===== config.mk =====
export PLATFORM = sky130hd
export DESIGN_NAME = music_keyboard_event_link
export DESIGN_NICKNAME = d
export VERILOG_FILES = /design/src/rtl/kbd_link_pkg.sv /design/src/rtl/event_fifo.sv /design/src/rtl/music_keyboard_event_link.sv
export SDC_FILE = /design/constraint.sdc
export NUM_CORES = 1
export LEC_CHECK = 0
export BUFFER_PORTS_ARGS = -buffer_cell sky130_fd_sc_hd__buf_4
export CORE_MARGIN = 1
export CORE_UTILIZATION = 55
export DETAILED_ROUTE_END_ITERATION = 6
export GPL_ROUTABILITY_DRIVEN = 0
export GPL_TIMING_DRIVEN = 0
export PLACE_DENSITY_LB_ADDON = 0.15
export SYNTH_ARGS = -nofsm -noshare
export SYNTH_HDL_FRONTEND = slang
export SYNTH_HIERARCHICAL = 1
export SYNTH_SLANG_ARGS = --single-unit

===== constraint.sdc =====
create_clock -name sys_clk -period 3.1 [get_ports sys_clk]
set_clock_uncertainty 0.05 [all_clocks]
set_input_delay 0.155 -clock sys_clk [delete_from_list [all_inputs] [get_ports sys_clk]]
set_output_delay 0.155 -clock sys_clk [all_outputs]
set_load 0.01 [all_outputs]

===== src/rtl/kbd_link_pkg.sv =====
// Shared constants for the keyboard event link
package kbd_link_pkg;
   // Clock and serial timing
   localparam int CLK_HZ = 20_000_000;
   localparam int CLK_PERIOD_NS = 50;
   localparam int BAUD = 9600;
   localparam int BIT_CYCLES_INT = CLK_HZ / BAUD;
   localparam logic [11:0] BIT_CYCLES = 12'(BIT_CYCLES_INT);
   localparam logic [11:0] HALF_BIT = 12'(BIT_CYCLES_INT / 2);
   localparam logic [3:0] FRAME_BITS_AFTER_START = 4'h9;
   localparam logic [3:0] RX_STOP_SLOT = 4'h9;
   localparam logic [3:0] RX_START_SLOT = 4'h0;

   // Velocity timebase: one tick per 100 us of key flight
   localparam int VEL_TICK_NS = 100_000;
   localparam int VEL_TICK_INT = (VEL_TICK_NS + CLK_PERIOD_NS - 1) / CLK_PERIOD_NS;
   localparam logic [11:0] VEL_TICK_CYCLES = 12'(VEL_TICK_INT);
   localparam logic [7:0] VEL_MAX = 8'hFF;

   // Packet layout: byte 0 is a tag byte, followed by payload bytes
   localparam logic [2:0] TAG_KEY = 3'h4;
   localparam logic [2:0] TAG_CTRL = 3'h5;
   localparam logic [2:0] TAG_ALPHA = 3'h6;
   localparam logic [1:0] KEY_PKT_LEN = 2'h3;
   localparam logic [1:0] CTRL_PKT_LEN = 2'h2;
   localparam logic [1:0] ALPHA_PKT_LEN = 2'h2;

   // Display
   localparam int DISP_LEN = 12;
   localparam logic [3:0] DISP_LAST = 4'hB;
   localparam int CURSOR_CMD_BIT = 7;
   localparam logic [95:0] POWER_ON_TEXT = 96'h202D504F574552204F4E2D20; // " -POWER ON- "

   // Serial channels
   localparam int CH_ALPHA = 0;
   localparam int CH_HOST = 1;

   typedef enum logic [1:0]
   {
      TX_IDLE = 2'b00,
      TX_SEND = 2'b01,
      TX_WAIT = 2'b10
   } tx_state_e;
endpackage


===== src/rtl/event_fifo.sv =====
// Small synchronous FIFO with valid/ready on both sides
module event_fifo #(
   parameter int WIDTH = 8,
   parameter int DEPTH = 8
) (
   input wire logic sys_clk, // System clock
   input wire logic reset_n, // Asynchronous reset, active low
   input wire logic in_valid, // Write request
   output logic in_ready, // Space available
   input wire logic [WIDTH-1:0] in_data, // Write data
   output logic out_valid, // Data available
   input wire logic out_ready, // Read accept
   output logic [WIDTH-1:0] out_data // Head entry
);
   localparam int AW = (DEPTH > 1) ? $clog2(DEPTH) : 1;

   initial
   begin
      if (DEPTH < 2 || (1 << AW) != DEPTH)
         $error("event_fifo: DEPTH must be a power of two of at least 2");
   end

   logic [WIDTH-1:0] mem [DEPTH];
   logic [AW-1:0] wr_ptr;
   logic [AW-1:0] rd_ptr;
   logic [AW:0] count;
   logic push;
   logic pop;

   // Full and empty from the occupancy count
   assign in_ready = (count != (AW+1)'(DEPTH));
   assign out_valid = (count != '0);
   assign push = in_valid && in_ready;
   assign pop = out_valid && out_ready;
   assign out_data = mem[rd_ptr];

   // Storage
   always_ff @(posedge sys_clk)
   begin
      if (push)
         mem[wr_ptr] <= in_data;
   end

   // Pointers and count
   always_ff @(posedge sys_clk or negedge reset_n)
   begin
      if (!reset_n)
      begin
         wr_ptr <= '0;
         rd_ptr <= '0;
         count <= '0;
      end
      else
      begin
         if (push)
            wr_ptr <= wr_ptr + 1'b1;
         if (pop)
            rd_ptr <= rd_ptr + 1'b1;
         if (push && !pop)
            count <= count + 1'b1;
         else if (pop && !push)
            count <= count - 1'b1;
      end
   end
endmodule


===== src/rtl/music_keyboard_event_link.sv =====
// Music keyboard event controller: key, control and alpha events framed to the host
// What this block does
// - Host link serial ports run at 9600 baud in both directions.
// - Report key down/up, alpha keys, fader moves and switch or pedal changes.
// - Every music key event goes out as exactly three bytes.
// - Key packet holds keyboard id, key index, press flag and velocity.
// - Velocity comes from flight time between first and second contact bar.
// - Eight-bit control values are sent only when different from the last.
// - Alpha characters are tagged, queued, and sent only when no key data waits.
// - After reset the display shows a fixed power-on message by itself.
// - Messages received from the host are shown on the display.
// - Alpha keyboard sends each keystroke as an ASCII asynchronous serial char.
// - Each side stops sending, once its current byte ends, while the other holds its enable line low.
module music_keyboard_event_link #(
   parameter int NUM_CTRL = 8, // Faders, switches and pedals
   parameter int FIFO_DEPTH = 8, // Alpha character queue depth
   parameter logic [3:0] KEYBOARD_ID = 4'h0 // Identifier sent in key packets
) (
   input wire logic sys_clk, // 20 MHz clock
   input wire logic reset_n, // Asynchronous reset, active low
   input wire logic [6:0] key_index, // Key whose contact is moving
   input wire logic key_press, // 1 = key going down, 0 = coming up
   input wire logic key_leave, // Pulse: contact left its first bar
   input wire logic key_arrive, // Pulse: contact reached its second bar
   input wire logic ctrl_valid, // Pulse: converted control value present
   input wire logic [2:0] ctrl_chan, // Control channel of that value
   input wire logic [7:0] ctrl_value, // Eight-bit converted position
   input wire logic alpha_rxd, // Serial in from alpha keyboard
   input wire logic host_rxd, // Serial in from host
   output logic host_txd, // Serial out to host
   input wire logic host_tx_enable, // Host allows our sending
   output logic kbd_rx_enable, // We allow host sending
   output logic [95:0] display_text, // 12 characters, leftmost in top byte
   output logic alpha_overrun // Pulse: alpha char lost, queue full
);
   initial
   begin
      if (NUM_CTRL < 1 || NUM_CTRL > 8)
         $error("music_keyboard_event_link: NUM_CTRL must be 1 to 8");
   end

   // ---------------- Serial receivers (alpha keyboard and host) ----------
   logic [1:0] rx_line;
   logic [1:0] rx_busy;
   logic [1:0][11:0] rx_cnt;
   logic [1:0][3:0] rx_slot;
   logic [1:0][7:0] rx_sh;
   logic [1:0] rx_done;
   logic [1:0][7:0] rx_byte;

   assign rx_line = {host_rxd, alpha_rxd};

   // One 8N1 receiver per channel, sampling mid-bit
   for (genvar g = 0; g < 2; g++)
   begin : g_rx
      always_ff @(posedge sys_clk or negedge reset_n)
      begin
         if (!reset_n)
         begin
            rx_busy[g] <= 1'b0;
            rx_cnt[g] <= '0;
            rx_slot[g] <= '0;
            rx_sh[g] <= '0;
            rx_done[g] <= 1'b0;
            rx_byte[g] <= '0;
         end
         else
         begin
            rx_done[g] <= 1'b0;
            if (!rx_busy[g])
            begin
               if (!rx_line[g])
               begin
                  rx_busy[g] <= 1'b1;
                  rx_cnt[g] <= kbd_link_pkg::HALF_BIT;
                  rx_slot[g] <= kbd_link_pkg::RX_START_SLOT;
               end
            end
            else if (rx_cnt[g] != '0)
               rx_cnt[g] <= rx_cnt[g] - 1'b1;
            else
            begin
               rx_cnt[g] <= kbd_link_pkg::BIT_CYCLES - 1'b1;
               rx_slot[g] <= rx_slot[g] + 1'b1;
               if (rx_slot[g] == kbd_link_pkg::RX_START_SLOT && rx_line[g])
                  rx_busy[g] <= 1'b0; // Glitch, not a start bit
               else if (rx_slot[g] == kbd_link_pkg::RX_STOP_SLOT)
               begin
                  rx_busy[g] <= 1'b0;
                  rx_done[g] <= rx_line[g]; // Framing error drops the byte
                  rx_byte[g] <= rx_sh[g];
               end
               else if (rx_slot[g] != kbd_link_pkg::RX_START_SLOT)
                  rx_sh[g] <= {rx_line[g], rx_sh[g][7:1]};
            end
         end
      end
   end

   // ---------------- Alpha character queue ---------------------------
   logic fifo_in_ready;
   logic fifo_out_valid;
   logic fifo_out_ready;
   logic [7:0] fifo_out_data;

   event_fifo #(
      .WIDTH(8),
      .DEPTH(FIFO_DEPTH)
   ) u_alpha_fifo (
      .sys_clk(sys_clk),
      .reset_n(reset_n),
      .in_valid(rx_done[kbd_link_pkg::CH_ALPHA]),
      .in_ready(fifo_in_ready),
      .in_data(rx_byte[kbd_link_pkg::CH_ALPHA]),
      .out_valid(fifo_out_valid),
      .out_ready(fifo_out_ready),
      .out_data(fifo_out_data)
   );

   // A character that finds the queue full is lost and flagged
   always_ff @(posedge sys_clk or negedge reset_n)
   begin
      if (!reset_n)
         alpha_overrun <= 1'b0;
      else
         alpha_overrun <= rx_done[kbd_link_pkg::CH_ALPHA] && !fifo_in_ready;
   end

   // ---------------- Key flight timing --------------------------------
   logic flight_run;
   logic [11:0] vel_div;
   logic [7:0] flight_ticks;
   logic key_pend;
   logic key_take;
   logic [6:0] key_idx_q;
   logic key_press_q;
   logic [7:0] key_vel;

   // Flight timer counts 100 us ticks between the two bars, saturating
   always_ff @(posedge sys_clk or negedge reset_n)
   begin
      if (!reset_n)
      begin
         flight_run <= 1'b0;
         vel_div <= '0;
         flight_ticks <= '0;
      end
      else if (key_leave)
      begin
         flight_run <= 1'b1;
         vel_div <= kbd_link_pkg::VEL_TICK_CYCLES - 1'b1;
         flight_ticks <= '0;
      end
      else if (key_arrive)
         flight_run <= 1'b0;
      else if (flight_run)
      begin
         if (vel_div != '0)
            vel_div <= vel_div - 1'b1;
         else
         begin
            vel_div <= kbd_link_pkg::VEL_TICK_CYCLES - 1'b1;
            if (flight_ticks != kbd_link_pkg::VEL_MAX)
               flight_ticks <= flight_ticks + 1'b1;
         end
      end
   end

   // Key event latch; a new event in the take cycle is kept
   always_ff @(posedge sys_clk or negedge reset_n)
   begin
      if (!reset_n)
      begin
         key_pend <= 1'b0;
         key_idx_q <= '0;
         key_press_q <= 1'b0;
         key_vel <= '0;
      end
      else
      begin
         if (key_take)
            key_pend <= 1'b0;
         if (key_leave)
         begin
            key_idx_q <= key_index;
            key_press_q <= key_press;
         end
         if (key_arrive && flight_run)
         begin
            key_pend <= 1'b1;
            key_vel <= kbd_link_pkg::VEL_MAX - flight_ticks;
         end
      end
   end

   // ---------------- Control change detection --------------------------
   logic [NUM_CTRL-1:0][7:0] ctrl_last;
   logic ctrl_pend;
   logic ctrl_take;
   logic ctrl_accept;
   logic [2:0] ctrl_chan_q;
   logic [7:0] ctrl_val_q;

   // Only a changed value is accepted, and only when the slot is free
   assign ctrl_accept = ctrl_valid && !ctrl_pend && (32'(ctrl_chan) < NUM_CTRL)
      && (ctrl_value != ctrl_last[ctrl_chan]);

   // Last reported value per control
   for (genvar c = 0; c < NUM_CTRL; c++)
   begin : g_ctrl
      always_ff @(posedge sys_clk or negedge reset_n)
      begin
         if (!reset_n)
            ctrl_last[c] <= '0;
         else if (ctrl_accept && 32'(ctrl_chan) == c)
            ctrl_last[c] <= ctrl_value;
      end
   end

   // Pending control report
   always_ff @(posedge sys_clk or negedge reset_n)
   begin
      if (!reset_n)
      begin
         ctrl_pend <= 1'b0;
         ctrl_chan_q <= '0;
         ctrl_val_q <= '0;
      end
      else if (ctrl_accept)
      begin
         ctrl_pend <= 1'b1;
         ctrl_chan_q <= ctrl_chan;
         ctrl_val_q <= ctrl_value;
      end
      else if (ctrl_take)
         ctrl_pend <= 1'b0;
   end

   // ---------------- Packet transmitter --------------------------------
   kbd_link_pkg::tx_state_e tx_state;
   logic [2:0][7:0] pkt;
   logic [1:0] pkt_len;
   logic [1:0] pkt_idx;
   logic [11:0] tx_cnt;
   logic [3:0] tx_bits;
   logic [8:0] tx_sh;
   logic start_pkt;
   logic byte_done;
   logic last_byte;
   logic load_byte;
   logic [2:0][7:0] new_pkt;
   logic [1:0] new_len;
   logic [7:0] load_val;
   logic alpha_take;

   // Source choice: key before control before alpha
   assign start_pkt = (tx_state == kbd_link_pkg::TX_IDLE) && host_tx_enable
      && (key_pend || ctrl_pend || fifo_out_valid);
   assign key_take = start_pkt && key_pend;
   assign ctrl_take = start_pkt && !key_pend && ctrl_pend;
   assign alpha_take = start_pkt && !key_pend && !ctrl_pend;
   assign fifo_out_ready = alpha_take;
   assign byte_done = (tx_state == kbd_link_pkg::TX_SEND) && (tx_cnt == '0) && (tx_bits == '0);
   assign last_byte = (pkt_idx == pkt_len - 1'b1);
   assign load_byte = start_pkt
      || ((byte_done && !last_byte || tx_state == kbd_link_pkg::TX_WAIT) && host_tx_enable);

   // Packet assembly for whichever source wins
   always_comb
   begin
      new_pkt = '0;
      new_len = kbd_link_pkg::ALPHA_PKT_LEN;
      if (key_pend)
      begin
         new_pkt[0] = {kbd_link_pkg::TAG_KEY, key_press_q, KEYBOARD_ID};
         new_pkt[1] = {1'b0, key_idx_q};
         new_pkt[2] = key_vel;
         new_len = kbd_link_pkg::KEY_PKT_LEN;
      end
      else if (ctrl_pend)
      begin
         new_pkt[0] = {kbd_link_pkg::TAG_CTRL, 2'b00, ctrl_chan_q};
         new_pkt[1] = ctrl_val_q;
         new_len = kbd_link_pkg::CTRL_PKT_LEN;
      end
      else
      begin
         new_pkt[0] = {kbd_link_pkg::TAG_ALPHA, 5'h00};
         new_pkt[1] = fifo_out_data;
      end
   end

   // Next byte to shift: first of a new packet, or the following byte
   always_comb
   begin
      if (start_pkt)
         load_val = new_pkt[0];
      else if (tx_state == kbd_link_pkg::TX_WAIT)
         load_val = pkt[pkt_idx];
      else
         load_val = pkt[pkt_idx + 1'b1];
   end

   // Framing state: idle, shifting a byte, or paused between bytes
   always_ff @(posedge sys_clk or negedge reset_n)
   begin
      if (!reset_n)
      begin
         tx_state <= kbd_link_pkg::TX_IDLE;
         pkt <= '0;
         pkt_len <= '0;
         pkt_idx <= '0;
      end
      else
      begin
         if (start_pkt)
         begin
            pkt <= new_pkt;
            pkt_len <= new_len;
            pkt_idx <= '0;
         end
         else if (byte_done && !last_byte)
            pkt_idx <= pkt_idx + 1'b1;
         unique case (tx_state)
            kbd_link_pkg::TX_IDLE:
               if (start_pkt)
                  tx_state <= kbd_link_pkg::TX_SEND;
            kbd_link_pkg::TX_SEND:
               if (byte_done)
               begin
                  if (last_byte)
                     tx_state <= kbd_link_pkg::TX_IDLE;
                  else if (!host_tx_enable)
                     tx_state <= kbd_link_pkg::TX_WAIT;
               end
            kbd_link_pkg::TX_WAIT:
               if (host_tx_enable)
                  tx_state <= kbd_link_pkg::TX_SEND;
            default:
               tx_state <= kbd_link_pkg::TX_IDLE;
         endcase
      end
   end

   // Bit shifter at the baud rate; line idles high
   always_ff @(posedge sys_clk or negedge reset_n)
   begin
      if (!reset_n)
      begin
         host_txd <= 1'b1;
         tx_cnt <= '0;
         tx_bits <= '0;
         tx_sh <= '1;
      end
      else if (load_byte)
      begin
         host_txd <= 1'b0; // Start bit
         tx_sh <= {1'b1, load_val};
         tx_bits <= kbd_link_pkg::FRAME_BITS_AFTER_START;
         tx_cnt <= kbd_link_pkg::BIT_CYCLES - 1'b1;
      end
      else if (tx_state == kbd_link_pkg::TX_SEND)
      begin
         if (tx_cnt != '0)
            tx_cnt <= tx_cnt - 1'b1;
         else if (tx_bits != '0)
         begin
            host_txd <= tx_sh[0];
            tx_sh <= {1'b1, tx_sh[8:1]};
            tx_bits <= tx_bits - 1'b1;
            tx_cnt <= kbd_link_pkg::BIT_CYCLES - 1'b1;
         end
      end
      else
         host_txd <= 1'b1;
   end

   // ---------------- Message display -----------------------------------
   logic [kbd_link_pkg::DISP_LEN-1:0][7:0] disp;
   logic [3:0] cursor;
   logic [7:0] hbyte;

   assign hbyte = rx_byte[kbd_link_pkg::CH_HOST];

   // Host bytes: top bit set moves the cursor, else writes a character
   always_ff @(posedge sys_clk or negedge reset_n)
   begin
      if (!reset_n)
      begin
         disp <= kbd_link_pkg::POWER_ON_TEXT;
         cursor <= '0;
      end
      else if (rx_done[kbd_link_pkg::CH_HOST])
      begin
         if (hbyte[kbd_link_pkg::CURSOR_CMD_BIT])
         begin
            if (hbyte[3:0] <= kbd_link_pkg::DISP_LAST)
               cursor <= hbyte[3:0];
         end
         else
         begin
            disp[kbd_link_pkg::DISP_LAST - cursor] <= hbyte;
            cursor <= (cursor == kbd_link_pkg::DISP_LAST) ? 4'h0 : cursor + 1'b1;
         end
      end
   end

   assign display_text = disp;

   // We can always take host bytes, so sending is allowed once out of reset
   always_ff @(posedge sys_clk or negedge reset_n)
   begin
      if (!reset_n)
         kbd_rx_enable <= 1'b0;
      else
         kbd_rx_enable <= 1'b1;
   end
endmodule


==> out/results.ini <==
[power]
p_leak_uw = 0.009361
powerDensity_nw_per_um2 = 629.4
worst_ir_drop_vdd_uv = 386.0

[cts]
cts_root_buf = clkbuf_16
cts_sinks = 411
clock_latency_ns = 0.54
cts_tree = yes
cts_made_buffers = 44
clockBufferDepth = 3
h-tree-depth = 2
clkTransAtPathRegs_ns = 0.06

[synth]
async_flop_share_pct = 84.43
synth_cell_type_count = 72
ys_warn_count = 6
yosys.area.top_type_share_pct = 40.47
synth_edf_count = 64
synth-main-ff-cell = dfrtp_1
post_synth_instance_area_sq_um = 18550
synth_common_cells = dfrtp_1 (300), mux2_2 (212), nand2_1 (162)
synth-seq-area-share_pct = 57.49
yosysTopAreaCell = dfrtp_1
synth_area_leaders = dfrtp_1 (40%), mux2_2 (13%), edfxtp_1 (10%)
syn_area_per_cell_sq_um = 12.56
ys_seq_elements = 411
syn_nets = 1530
syn_inst = 1477
synth_most_common_cell = dfrtp_1

[floorplanning]
core_sq_um = 32870
die_width_um = 185.6
fp.dieH_um = 185.6
dieArea_sq_um = 34460
io_pins = 126
num_rows = 66
start_util_pct = 56.44

[grt]
grt_pass1_wl_mm = 62.05
antenna_found_initial = 0
grt_pass1_vias = 11830
gr-usage-all-layers_pct = 22.73
grt-ovfl-total = 0
grt_max_degree = 123

[final_layout]
antennaDiodeCount = 0
nets = 1706
area_growth_pct = 16.64
finalNonFillerCells = 2131
fin_area_sq_um = 21640
layout-drive-gt1-share_pct = 28.48

[timing]
period_share_pct = 95.98
max_slew_margin_pct = 19.29
whs_ns = 0.06319
setup_viol = 0
tightest_slew_ns = 1.201
slew_viol_final = 0
hold_violations = 0
min_period_ns = 2.975
max_freq_mhz = 336.1
rsz0062_at_grt = false

[hold_path]
worstHoldPathCells = 3
hold_path_class = in -> reg
hold_end = rx_slot[6]
holdCritStartpoint = host_rxd

[critical_path]
r2r_setup_slack_ns = 0.12
worstPathCellList = or4_4 -> nor3_2 -> or2_4 -> nor3_2 -> nand2_2 -> ha_4 -> inv_2 -> ha_4 -> or4_1 -> o211ai_1 -> o211ai_1
crit_type = reg -> reg
max_stage_delay_ns = 0.61
timing.rr.end = u_alpha_fifo/count[3]
cp.arrival_ns = 3.35
start_kind = flip-flop
crit_family = simple AND/OR/NAND/NOR gates
crit_required_ns = 3.48
worstSetupEndpointType = flip-flop
r2r-start = u_alpha_fifo/count[2]
cpMaxStageDelayCell = or4_4
reg2reg_depth = 11
path_max_fanout = 6
worstPathBufferInverterCount = 1

[drt]
vias = 12040
drc = 0
finalWirelength_mm = 38.53
drt_pass1_iterations = 7
viasPerCell = 5.649
drt_iter0_drc = 546
wire_per_inst_um = 18.08
postRouteAntennaNets = 0

[place]
place_area_sq_um = 20030
dp.cells = 2035
dpl.hpwl_mm = 25.67
portBuffers = 114

[run]
drv_cap = 0

[run_status]
status = complete, no violations

-- routing by layer --
layer | vias to the layer above | GRT usage, % | share of wire [%]
met2 | 224 | 38.32 | 50
met4 | 0 | 6.885 | 2.4
met3 | 63 | 3.111 | 3.7
met1 | 6064 | 30.66 | 44
li1 | 5686 | - | -
met5 | - | 0 | 0
-- report_power, final --
part	internal [uW]	switching [uW]	leakage, uW	total (uW)
clock network	2910	2100	0.000684	5010
logic	945	880	0.00385	1830
registers	6250	539	0.00483	6780
total	10100	3520	0.00936	13600
-- worst max path at each step --
| stage | endpoint | depth (start not counted) | startpoint | slack [ns] |
|---|---|---|---|---|
| 5_1_grt | u_alpha_fifo/count[3] | 11 | u_alpha_fifo/count[2] | 0.001 |
| 6_report | u_alpha_fifo/count[3] | 11 | u_alpha_fifo/count[2] | 0.12 |
| 3_5_place_dp | u_alpha_fifo/count[3] | 12 | u_alpha_fifo/count[0] | -0.42 |
| 4_1_cts | u_alpha_fifo/count[3] | 11 | u_alpha_fifo/count[2] | 0.02 |
| 3_3_place_gp | display_text[23] | 1 | reset_n | -1.44 |
| 2_1_floorplan | u_alpha_fifo/count[3] | 12 | u_alpha_fifo/count[0] | 0.01 |
-- registers in the layout (all words and copies together) (netlist names), 12 cells and up --
register and count:
ctrl_last 64, rx_cnt 24, vel_div 12, rx_sh 16
u_alpha_fifo/mem 64, display_text 96, tx_cnt 12, pkt 22
-- layout by cell type, fill, tap and decap left out, types with 8 or more instances in the layout --
master,netlist,final
dfstp_2,47,47
nand2b_1,17,17
buf_4,1,115
xnor2_1,26,26
ha_1,25,23
buf_1,11,11
inv_1,23,22
o21ai_0,73,73
nor3_1,31,28
mux2_2,212,212
nor2_1,72,72
clkbuf_8,0,8
o31ai_1,12,12
edfxtp_1,64,64
or3_1,8,8
a21oi_1,48,48
nor4_1,13,11
dfrtp_1,300,299
dlygate4sd3_1,0,14
nand3_1,44,44
xor2_1,17,17
clkbuf_16,0,44
nand4_1,10,10
nand2_1,162,161
and2_1,19,19
nor2b_1,15,15
clkbuf_1,54,64
mux2i_1,31,31
mux4_1,22,22
-- kinds of logic after synthesis --
group	after synthesis	synth area share, %
and+or+nand+nor	426	11.22
muxes	268	17.96
AOI/OAI and AO/OA	203	7.211
xor gates and xnor gates	43	2.030
adders and majority gates	26	1.794
other	1	0.02022
buffers and inverters	99	2.273
DFF	411	57.49
-- through the flow --
step	setup WS [ns]	utilization [%]	TNS, ns	power, uW
2_1_floorplan	0.01123	-	0	8106
3_3_place_gp	-1.439	60.74	-428.12	8549
3_5_place_dp	-0.4190	60.94	-0.4710	8657
4_1_cts	0.02169	65.73	0	13740
5_1_grt	0.0009917	65.83	0	14280
6_report	0.1247	65.83	0	13620
-- worst min-delay path: stages --
cell and delay (ns):
clkbuf_1 0.25, nand2_1 0.14, o21ai_0 0.07
-- timing repair --
item                                    4_1_cts  5_1_grt
setup buffers                                 1        0
gates resized for setup                       6        6
hold buffers                                 14        0
pin swaps                                     1        1
endpoints found under the setup margin        2       12
hold endpoints to repair                    133        0
gates cloned                                  0        0
-- final cells by class --
class                           count  area, sq um
Buffer                             75        332.8
Clock buffer                       64         1256
Clock inverter                     18        146.4
Fill cell                        2494        11230
Inverter                           23        86.33
Multi-Input combinational cell    967         7530
Sequential cell                   411        10670
Tap cell                          442        553.0
Timing Repair Buffer              131         1066
(Power assumes the default switching activity.)
